$ cat src/sas_defines.svh
`ifndef SAS_DEFINES_SVH
`define SAS_DEFINES_SVH
`define SAS_OFS_CTRL      8'hC5
`define SAS_OFS_RESULT    8'hC6
`define SAS_OFS_AUX       8'hA2
`define SAS_CTRL_RESET    8'h00
`define SAS_AUX_RESET     8'h00
`define SAS_BIT_RES1      7
`define SAS_BIT_RES0      6
`define SAS_BIT_EXTEN     5
`define SAS_BIT_DONE      4
`define SAS_BIT_START     3
`define SAS_BIT_8BIT      7
`define SAS_BIT_IDLEACT   6
`define SAS_CLK_PER_MC    12
`define SAS_INIT_MC       2
`define SAS_SAMPLE_MC     8
`define SAS_MC_PER_BIT    4
`define SAS_TOTAL10_MC    50
`define SAS_TOTAL8_MC     24
`endif

$ cat src/sas_pkg.sv
package sas_pkg;
    typedef enum logic [4:0] {
        SAS_IDLE   = 5'b00001,
        SAS_INIT   = 5'b00010,
        SAS_SAMPLE = 5'b00100,
        SAS_APPROX = 5'b01000,
        SAS_FINISH = 5'b10000
    } sas_state_t;
endpackage

$ cat src/sas_sequencer.sv
// Implementation choice: the address-and-strobe port.
`timescale 1ns/1ps
`default_nettype none
`include "sas_defines.svh"
module sas_sequencer #(
    parameter int CLK_PER_MC = `SAS_CLK_PER_MC
) (
    // clock and reset
    input  wire logic       sys_clk,
    input  wire logic       sys_rst,
    // register port
    input  wire logic [7:0] reg_addr,
    input  wire logic [7:0] reg_wdata,
    input  wire logic       reg_wr,
    input  wire logic       reg_rd,
    output logic      [7:0] reg_rdata,
    // power modes
    input  wire logic       cpu_idle,
    input  wire logic       cpu_power_down,
    // external start and analog side
    input  wire logic       external_start_pin,
    input  wire logic       comparator_above,
    output logic      [9:0] approx_dac_code,
    output logic      [2:0] channel_select,
    output logic            sample_enable,
    output logic            converter_powered,
    output logic            conv_done_irq
);
    import sas_pkg::*;

    // strobe counter is 8 bits; dac code must settle one clock before a tick
    if (CLK_PER_MC < 2 || CLK_PER_MC > 255) begin : g_bad_clk
        $error("CLK_PER_MC out of range");
    end

    // ----------------------------------------
    // machine-cycle strobe
    // ----------------------------------------
    logic [7:0] mc_cnt_reg;
    logic       mc_tick;
    assign mc_tick = (mc_cnt_reg == 8'(CLK_PER_MC - 1));
    always_ff @(posedge sys_clk or posedge sys_rst) begin
        if (sys_rst)
            mc_cnt_reg <= 8'h00;
        else if (mc_tick)
            mc_cnt_reg <= 8'h00;
        else
            mc_cnt_reg <= mc_cnt_reg + 8'h01;
    end

    // ----------------------------------------
    // registers
    // ----------------------------------------
    logic [2:0] chan_reg;
    logic       ext_en_reg;
    logic       done_reg;
    logic       status_reg;
    logic       cmd_reg;
    logic [1:0] res_lo_reg;
    logic [7:0] res_hi_reg;
    logic       mode8_reg;
    logic       idle_act_reg;
    sas_state_t state_reg;
    logic [5:0] step_reg;
    logic [3:0] bit_reg;
    logic [9:0] sar_reg;
    logic       pin_last_reg;
    logic       ext_pend_reg;

    logic wr_ctrl;
    logic wr_aux;
    logic halted;
    logic busy;
    logic finish_now;
    assign wr_ctrl = reg_wr && reg_addr == `SAS_OFS_CTRL;
    assign wr_aux  = reg_wr && reg_addr == `SAS_OFS_AUX;
    assign halted  = cpu_power_down || (cpu_idle && !idle_act_reg);
    assign busy    = cmd_reg || status_reg;

    always_ff @(posedge sys_clk or posedge sys_rst) begin
        if (sys_rst) begin
            mode8_reg    <= 1'b0;
            idle_act_reg <= 1'b0;
        end else if (wr_aux) begin
            mode8_reg    <= reg_wdata[`SAS_BIT_8BIT];
            idle_act_reg <= reg_wdata[`SAS_BIT_IDLEACT];
        end
    end

    always_ff @(posedge sys_clk or posedge sys_rst) begin
        if (sys_rst) begin
            chan_reg   <= 3'h0;
            ext_en_reg <= 1'b0;
        end else if (wr_ctrl) begin
            chan_reg   <= reg_wdata[2:0];
            ext_en_reg <= reg_wdata[`SAS_BIT_EXTEN];
        end
    end

    // ----------------------------------------
    // external edge detect
    // ----------------------------------------
    always_ff @(posedge sys_clk or posedge sys_rst) begin
        if (sys_rst) begin
            pin_last_reg <= 1'b0;
            ext_pend_reg <= 1'b0;
        end else if (mc_tick) begin
            pin_last_reg <= external_start_pin;
            ext_pend_reg <= external_start_pin && !pin_last_reg;
        end
    end

    // ----------------------------------------
    // command flip-flop
    // ----------------------------------------
    logic sw_start;
    logic ext_start;
    assign sw_start  = wr_ctrl && reg_wdata[`SAS_BIT_START];
    // pending edge lasts one machine cycle, so init follows at the next tick
    assign ext_start = ext_en_reg && ext_pend_reg;
    always_ff @(posedge sys_clk or posedge sys_rst) begin
        if (sys_rst)
            cmd_reg <= 1'b0;
        else if (halted)
            cmd_reg <= 1'b0;
        else if ((sw_start || ext_start) && !busy && !done_reg)
            cmd_reg <= 1'b1;
        else if (finish_now)
            cmd_reg <= 1'b0;
    end

    // ----------------------------------------
    // sequencer
    // ----------------------------------------
    logic [5:0] total_mc;
    assign total_mc   = mode8_reg ? 6'(`SAS_TOTAL8_MC)
                                  : 6'(`SAS_TOTAL10_MC);
    assign finish_now = state_reg == SAS_APPROX && mc_tick
                        && step_reg == total_mc - 6'h1;
    logic [3:0] last_bit;
    assign last_bit = mode8_reg ? 4'h2 : 4'h0;
    // eight-bit mode resolves one bit per machine cycle to fit 24 cycles
    logic       bit_due;
    assign bit_due = mode8_reg
                     ? step_reg != 6'(`SAS_INIT_MC + `SAS_SAMPLE_MC + 1)
                     : step_reg[1:0] == 2'h0;

    always_ff @(posedge sys_clk or posedge sys_rst) begin
        if (sys_rst) begin
            state_reg  <= SAS_IDLE;
            step_reg   <= 6'h00;
            bit_reg    <= 4'h9;
            sar_reg    <= 10'h000;
            status_reg <= 1'b0;
        end else if (halted) begin
            state_reg  <= SAS_IDLE;
            status_reg <= 1'b0;
            step_reg   <= 6'h00;
        end else if (mc_tick) begin
            case (state_reg)
                SAS_IDLE: begin
                    if (cmd_reg) begin
                        state_reg <= SAS_INIT;
                        step_reg  <= 6'h01;
                    end
                end
                SAS_INIT: begin
                    status_reg <= 1'b1;
                    step_reg   <= step_reg + 6'h01;
                    if (step_reg == 6'(`SAS_INIT_MC))
                        state_reg <= SAS_SAMPLE;
                end
                SAS_SAMPLE: begin
                    step_reg <= step_reg + 6'h01;
                    if (step_reg == 6'(`SAS_INIT_MC + `SAS_SAMPLE_MC)) begin
                        state_reg <= SAS_APPROX;
                        sar_reg   <= 10'h200;
                        bit_reg   <= 4'h9;
                    end
                end
                SAS_APPROX: begin
                    step_reg <= step_reg + 6'h01;
                    if (bit_due && bit_reg != 4'hF) begin
                        sar_reg[bit_reg] <= comparator_above;
                        if (bit_reg == last_bit)
                            bit_reg <= 4'hF;
                        else begin
                            sar_reg[bit_reg - 4'h1] <= 1'b1;
                            bit_reg <= bit_reg - 4'h1;
                        end
                    end
                    if (finish_now) begin
                        state_reg  <= SAS_IDLE;
                        status_reg <= 1'b0;
                    end
                end
                default: state_reg <= SAS_IDLE;
            endcase
        end else if (state_reg == SAS_IDLE)
            status_reg <= 1'b0;
    end

    // ----------------------------------------
    // done flag and result
    // ----------------------------------------
    always_ff @(posedge sys_clk or posedge sys_rst) begin
        if (sys_rst)
            done_reg <= 1'b0;
        else if (finish_now && !halted)
            done_reg <= 1'b1;
        else if (wr_ctrl && !reg_wdata[`SAS_BIT_DONE])
            done_reg <= 1'b0;
    end

    always_ff @(posedge sys_clk or posedge sys_rst) begin
        if (sys_rst) begin
            res_hi_reg <= 8'h00;
            res_lo_reg <= 2'h0;
        end else if (finish_now && !halted && !done_reg) begin
            res_hi_reg <= sar_reg[9:2];
            res_lo_reg <= mode8_reg ? 2'h0 : sar_reg[1:0];
        end
    end

    // ----------------------------------------
    // outputs
    // ----------------------------------------
    always_ff @(posedge sys_clk or posedge sys_rst) begin
        if (sys_rst) begin
            approx_dac_code   <= 10'h000;
            channel_select    <= 3'h0;
            sample_enable     <= 1'b0;
            converter_powered <= 1'b0;
            conv_done_irq     <= 1'b0;
        end else begin
            approx_dac_code   <= sar_reg;
            channel_select    <= chan_reg;
            sample_enable     <= state_reg == SAS_SAMPLE;
            converter_powered <= !halted;
            conv_done_irq     <= done_reg;
        end
    end

    always_ff @(posedge sys_clk or posedge sys_rst) begin
        if (sys_rst)
            reg_rdata <= 8'h00;
        else if (reg_rd) begin
            case (reg_addr)
                `SAS_OFS_CTRL:   reg_rdata <= {res_lo_reg, ext_en_reg,
                                  done_reg, status_reg, chan_reg};
                `SAS_OFS_RESULT: reg_rdata <= res_hi_reg;
                `SAS_OFS_AUX:    reg_rdata <= {mode8_reg, idle_act_reg,
                                  6'h00};
                default:         reg_rdata <= 8'h00;
            endcase
        end else
            reg_rdata <= 8'h00;
    end
endmodule
`default_nettype wire

$ cat config.mk
export PLATFORM = sky130hd
export DESIGN_NAME = sas_sequencer
export DESIGN_NICKNAME = d
export VERILOG_FILES = /design/src/sas_pkg.sv /design/src/sas_sequencer.sv
export VERILOG_INCLUDE_DIRS = /design/src
export SDC_FILE = /design/constraint.sdc
export NUM_CORES = 1
export LEC_CHECK = 0
export ABC_AREA = 1
export BUFFER_PORTS_ARGS = -buffer_cell sky130_fd_sc_hd__buf_2
export CORE_MARGIN = 2
export CORE_UTILIZATION = 25
export CTS_CLUSTER_DIAMETER = 120
export CTS_CLUSTER_SIZE = 40
export DETAILED_ROUTE_END_ITERATION = 7
export GPL_TIMING_DRIVEN = 0
export PLACE_DENSITY_LB_ADDON = 0.3
export RECOVER_POWER = 100
export REMOVE_ABC_BUFFERS = 1
export SLEW_MARGIN = 25
export SYNTH_ARGS = -nofsm -noshare
export SYNTH_HDL_FRONTEND = slang
export SYNTH_SLANG_ARGS = --single-unit
$ cat constraint.sdc
create_clock -name sys_clk -period 4.4 [get_ports sys_clk]
set_input_delay 0.88 -clock sys_clk [delete_from_list [all_inputs] [get_ports sys_clk]]
set_output_delay 0.88 -clock sys_clk [all_outputs]
set_load 0.01 [all_outputs]
==> key figures, run 1 <==
Run status
  • Run status: completed

Yosys
  • Ys flop type: dfrtp_1
  • Synthesized instance count: 483
  • Top-area cell type share of the netlist area: 46.7%
  • Post-synth EDFFs: 0
  • Avg Cell Area, Syn: 8.21 um^2
  • FF+latch count, synth: 77
  • Seq/Total Area, Yosys: 48.7%
  • Top post-synthesis cells by area: dfrtp_1, nand2_1, inv_1
  • Post-Synthesis Cell Area: 3970 um^2
  • Area leader, netlist: dfrtp_1
  • Yosys warns: 0
  • Async SR Flop Fraction: 100%
  • Synth cell types: 35

Floorplan
  • Core area: 15700 um^2
  • Die height: 130 um
  • I/O pin total: 48
  • Starting density of the core: 25.2%
  • Rows: 46
  • Die ar.: 16900 um^2
  • Width of the die: 130 um

GRT
  • Pin count of the biggest net entering global routing: 53
  • GRT Total Usage: 11.3%
  • Antenna violations before repair: 0
  • Via count of the first global-routing pass: 3115
  • Global-route wire length before repair: 15000 um
  • Remaining global-route overflow: 0

Timing
  • Final period utilization: 61.2%
  • Fin crit period: 2690 ps
  • RSZ-0062 raised after global routing: no
  • Final setup viols: 0
  • Layout Skew: 5.33 ps
  • Tightest Pin Transition: 1250 ps
  • Max-slew headroom: 16.5%
  • Slew Viols, Final: 0
  • Final setup TNS: 0 ps
  • Fmax: 371 MHz
  • Final-report hold violation count: 0

CTS
  • Max clock buf depth: 2
  • Setup Buffers After CTS: 0
  • Worst skew pair latency: 330 ps
  • H-tree depth: 3
  • CTS sink count: 77
  • CTS resizes: 0
  • CTS clock-pin slew for the worst setup and hold paths: 60 ps
  • CTS tree: done
  • CTS root buffer: clkbuf_16
  • Cts hold-fix bufs: 0
  • CTS buffer count: 9

Routing
  • Final wirelength: 8880 um
  • # DRC: 0
  • DR iter-0 viols: 208
  • Router iterations before antenna repair: 5
  • Vias: 3190
  • Vias/cell: 4.23
  • Antenna-violating nets left: 0
  • Per-cell routed wire length: 11.8 um

Power and ir drop
  • Final Power: 1.86 mW
  • Pwr Density: 403 nW/um^2
  • Peak supply drop: 0.164 mV
  • LEAKAGE: 2.27 nW

Place
  • DP Cell Count: 738
  • Placer Congestion: 0.857
  • Post-detail-place hpwl: 6510 um
  • Port bufs: 47

Cells and area
  • Finished Core Util: 29.3%
  • Antenna cell count: 0
  • Filler cells: 1700
  • Area growth, synth to finish: 16.0%
  • Share of layout cells above drive strength 1: 11.5%
  • Fin cells: 754
  • Layout Nets: 565

Worst setup path
  • CP required: 4640 ps
  • CP Max Fanout: 13
  • Crit path DAT: 2930 ps
  • CP Capture Type: flip-flop
  • Critical path launch point type: primary input
  • CP Class: primary input to flip-flop

Min path
  • HP Class: flip-flop to flip-flop

Flow run
  • Max-cap violation count: 0
-- Yosys cell counts, drive strengths merged (2+ instances only) --
library cell	instances
or2	3
buf	9
nor2	53
nand4	4
o21ai	45
nand2	134
nand3	47
a21boi	7
xor2	2
dfrtp	74
dfstp	3
a21oi	15
ha	8
nor3	9
o22ai	2
inv	62
-- where the power goes --
group	internal, mW	switching, mW	total [mW]
sequential	0.754	0.0475	0.801
combinational	0.101	0.197	0.299
clock	0.471	0.285	0.756
-- final timing paths --
check                                              start  depth (start not counted)  slack (ps)                           end
worst max-delay path                            cpu_idle                          8        1710        sar_reg[2]$_DFFE_PP0P_
worst min-delay path              sar_reg[5]$_DFFE_PP0P_                          0         400  approx_dac_code[5]$_DFF_PP0_
worst max register to register  idle_act_reg$_DFFE_PP0P_                          8        1960        sar_reg[2]$_DFFE_PP0P_
worst min register to register    sar_reg[5]$_DFFE_PP0P_                          0         400  approx_dac_code[5]$_DFF_PP0_
max in group asynchronous                        sys_rst                          3        2780        bit_reg[3]$_DFFE_PP1P_
min in group asynchronous                        sys_rst                          2         810       mc_cnt_reg[7]$_DFF_PP0_
-- critical path, stage by stage --
cell,delay [ps]
buf_2,110
nand2_1,50
nand2_1,260
inv_1,430
nand2_4,80
nor2_1,270
nand3_1,500
o21ai_0,350
-- cells in the final DEF (no fill, tap or decap), drive strengths merged --
cell / instances
nand2: 134
dfrtp: 74
inv: 61
nor2: 53
nand3: 47
o21ai: 45
clkbuf: 37
buf: 24
a21oi: 15
nor3: 9
ha: 8
a21boi: 7
nand4: 4
dfstp: 3
or2: 3
xor2: 2
o22ai: 2
clkinv: 2
nor3b: 1
o21a: 1
nor4: 1
nand3b: 1
xnor2: 1
and3: 1
clkinvlp: 1
bufinv: 1
-- per-stage QoR --
step	instance area [um^2]	hold WS [ps]	setup slack (ps)
floorplan	3880	369	1560
global route	4600	423	1410
detailed placement	4420	388	1820
finish	4600	402	1710
global placement	4390	391	601
CTS	4720	403	2150
-- kinds of logic (layout without fill, tap and decap cells) --
logic type      Yosys count  after routing  synth area share (%)
fa+ha+maj                 8              8                  2.52
xor+xnor                  3              3                 0.663
compound gates           70             70                  10.3
buf+inv                  71            126                  7.92
simple gates            254            254                  30.0
flops                    77             77                  48.7
-- cell type report --
cell class                 instances  area (um^2)  share of cell area [%]
sequential                        77         1930                    42.0
clock inverter                     3         43.8                   0.952
inverter                          62          234                    5.08
tap                              216          270                    5.87
timing repair buffer              48          233                    5.06
multi-input combinational        335         1630                    35.4
clock buffer                      13          260                    5.66
-- routing by layer --
metal | vias to the layer above | wire (um) | global-route usage, %
li1 | 1646 | - | -
met1 | 1447 | 4410 | 15.2
met2 | 82 | 3880 | 17.5
met3 | 15 | 431 | 2.79
met4 | 0 | 167 | 4.81
met5 | - | 0 | 0
Note: power is estimated with default switching activity, not from simulation.
==> inputs of run 2 (changes only) <==
Clock period 4.4 ns to 2.16 ns, I/O delays scaled along.
==> run 2 against run 1 <==
Compared with the run above: clock skew fell by 0.62 ps; register-to-register slack got worse by 1800 ps; design area rose by 0.65%; final cell count rose by 0.13%; via count rose by 0.97%; power rose by 100%; highest routed layer unchanged.
==> key figures, run 2 (synthesis gave the netlist of run 1 again) <==
Routing
  • Per-cell routed wire length: 12.0 um
  • Final wirelength: 9090 um
  • # DRC: 0
  • Vias: 3221
  • Router iterations before antenna repair: 5
  • Vias/cell: 4.27
  • DR iter-0 viols: 208
  • Antenna-violating nets left: 0

Power and ir drop
  • Final Power: 3.79 mW
  • LEAKAGE: 2.27 nW
  • Switch share: 28.8%
  • Internal: 2.70 mW
  • Comb pwr share: 16.1%
  • Register share of total power: 43.1%
  • Pwr Density: 818 nW/um^2
  • Peak supply drop: 0.331 mV
  • Clk pwr share: 40.8%
  • Switching pwr: 1.09 mW

Worst setup path
  • CP required: 2410 ps
  • Worst reg2reg startpoint: bit_reg[0]$_DFFE_PP1P_
  • CP max-delay cell: dfstp_1
  • Worst Setup EP: sar_reg[4]$_DFFE_PP0P_
  • Critical path startpoint: bit_reg[0]$_DFFE_PP1P_
  • Register-to-register setup slack: 150 ps
  • CP Capture Type: flip-flop
  • Cells along the critical path: inv_1 -> ha_1 -> nand2_1 -> inv_1 -> nor2_1 -> inv_1 -> nor2_1 -> a21boi_0 -> o21ai_2
  • Worst reg2reg path endpoint: sar_reg[4]$_DFFE_PP0P_
  • CP dominant cell by count: inv_1
  • Worst r2r path cells: 9
  • CP Class: flip-flop to flip-flop
  • Critical path launch point type: flip-flop
  • CP Max Fanout: 5
  • Crit-path max cell delay: 610 ps
  • Crit path DAT: 2260 ps

GRT
  • GRT Total Usage: 11.6%
  • Pin count of the biggest net entering global routing: 53
  • Antenna violations before repair: 0
  • Global-route wire length before repair: 15300 um
  • Via count of the first global-routing pass: 3150
  • Remaining global-route overflow: 0

Timing
  • Worst hold slack: 310 ps
  • Layout Skew: 4.71 ps
  • Fin crit period: 2010 ps
  • Slew Viols, Final: 0
  • Max-slew headroom: 23.0%
  • RSZ-0062 raised after global routing: no
  • Tightest Pin Transition: 1150 ps
  • Fmax: 497 MHz
  • Setup slack after layout: 148 ps
  • Final setup viols: 0
  • Final-report hold violation count: 0
  • Final period utilization: 93.2%

CTS
  • Max clock buf depth: 2
  • Worst skew pair latency: 330 ps
  • CTS sink count: 77
  • CTS buffer count: 9
  • CTS tree: done
  • CTS resizes: 0
  • H-tree depth: 3
  • Setup Buffers After CTS: 0
  • CTS clock-pin slew for the worst setup and hold paths: 60 ps
  • CTS root buffer: clkbuf_16
  • Cts hold-fix bufs: 0

Floorplan
  • Die height: 130 um
  • Width of the die: 130 um
  • Starting density of the core: 25.2%
  • Die ar.: 16900 um^2
  • I/O pin total: 48
  • Core area: 15700 um^2
  • Rows: 46

Cells and area
  • Most common cell after layout, fill and taps aside: nand2_1
  • Most frequent cells in the layout: nand2_1, dfrtp_1, inv_1, nand3_1, nor2_1
  • Post-route cell area: 4630 um^2
  • Layout Nets: 566
  • Area growth, synth to finish: 16.8%
  • Share of layout cells above drive strength 1: 13.2%
  • Antenna cell count: 0

Run status
  • Run status: completed

Place
  • Place WS: 3.91 ps
  • Port bufs: 47
  • Placer Congestion: 0.857
  • Placed Area: 4420 um^2
  • Post-detail-place hpwl: 6510 um

Flow run
  • Max-cap violation count: 0

Min path
  • HP Class: primary input to flip-flop
## run 2: routing by layer
| layer | global-route usage, % | up-vias | share of wire, % |
|---|---|---|---|
| li1 | - | 1650 | - |
| met1 | 15.3 | 1486 | 49 |
| met2 | 18.2 | 73 | 45 |
| met3 | 2.79 | 12 | 4.5 |
| met4 | 4.81 | 0 | 1.5 |
| met5 | 0 | - | 0 |
## run 2: cell type report
cell class                      instances  area [um^2]
Inverter                               62          234
Timing Repair Buffer                   48          213
Fill cell                            1694        11100
Clock inverter                          3         43.8
Sequential cell                        77         1930
Clock buffer                           13          260
Multi-Input combinational cell        336         1680
Tap cell                              216          270
## run 2: worst min path at each step
stage,start,end,slack [ps],cells past startpoint
after floorplan,chan_reg[0]$_DFFE_PP0N_,channel_select[0]$_DFF_PP0_,370,0
after detailed placement,sar_reg[4]$_DFFE_PP0P_,approx_dac_code[4]$_DFF_PP0_,390,0
after global placement,sar_reg[5]$_DFFE_PP0P_,approx_dac_code[5]$_DFF_PP0_,390,0
final,reg_wdata[2],chan_reg[2]$_DFFE_PP0N_,310,3
after CTS,sys_rst,mc_cnt_reg[7]$_DFF_PP0_,80,2
after global routing,reg_wdata[2],chan_reg[2]$_DFFE_PP0N_,310,3
## run 2: through the flow
stage / setup TNS (ps) / cells / util, %
after floorplan: -17290 / 474 / -
after global placement: -89010 / 737 / 27.9
after detailed placement: 0 / 738 / 28.1
after CTS: 0 / 755 / 30.1
after global routing: 0 / 755 / 29.5
final: 0 / 755 / 29.5
## run 2: power groups by stage
stage          logic, mW  clock network, mW  registers, mW
2_1_floorplan      0.469                  0           1.64
3_3_place_gp       0.618                  0           1.66
3_5_place_dp       0.633                  0           1.66
4_1_cts            0.639               1.59           1.63
5_1_grt            0.718               1.66           1.64
6_report           0.611               1.55           1.63
## run 2: critical path: cells and delay by family, from the launching register on
| kind | cells | cell delay, ps |
|---|---|---|
| adders and majority gates | 1 | 280 |
| and+or+nand+nor | 3 | 440 |
| DFF | 1 | 610 |
| buffers and inverters | 3 | 290 |
| AOI/OAI and AO/OA | 2 | 300 |
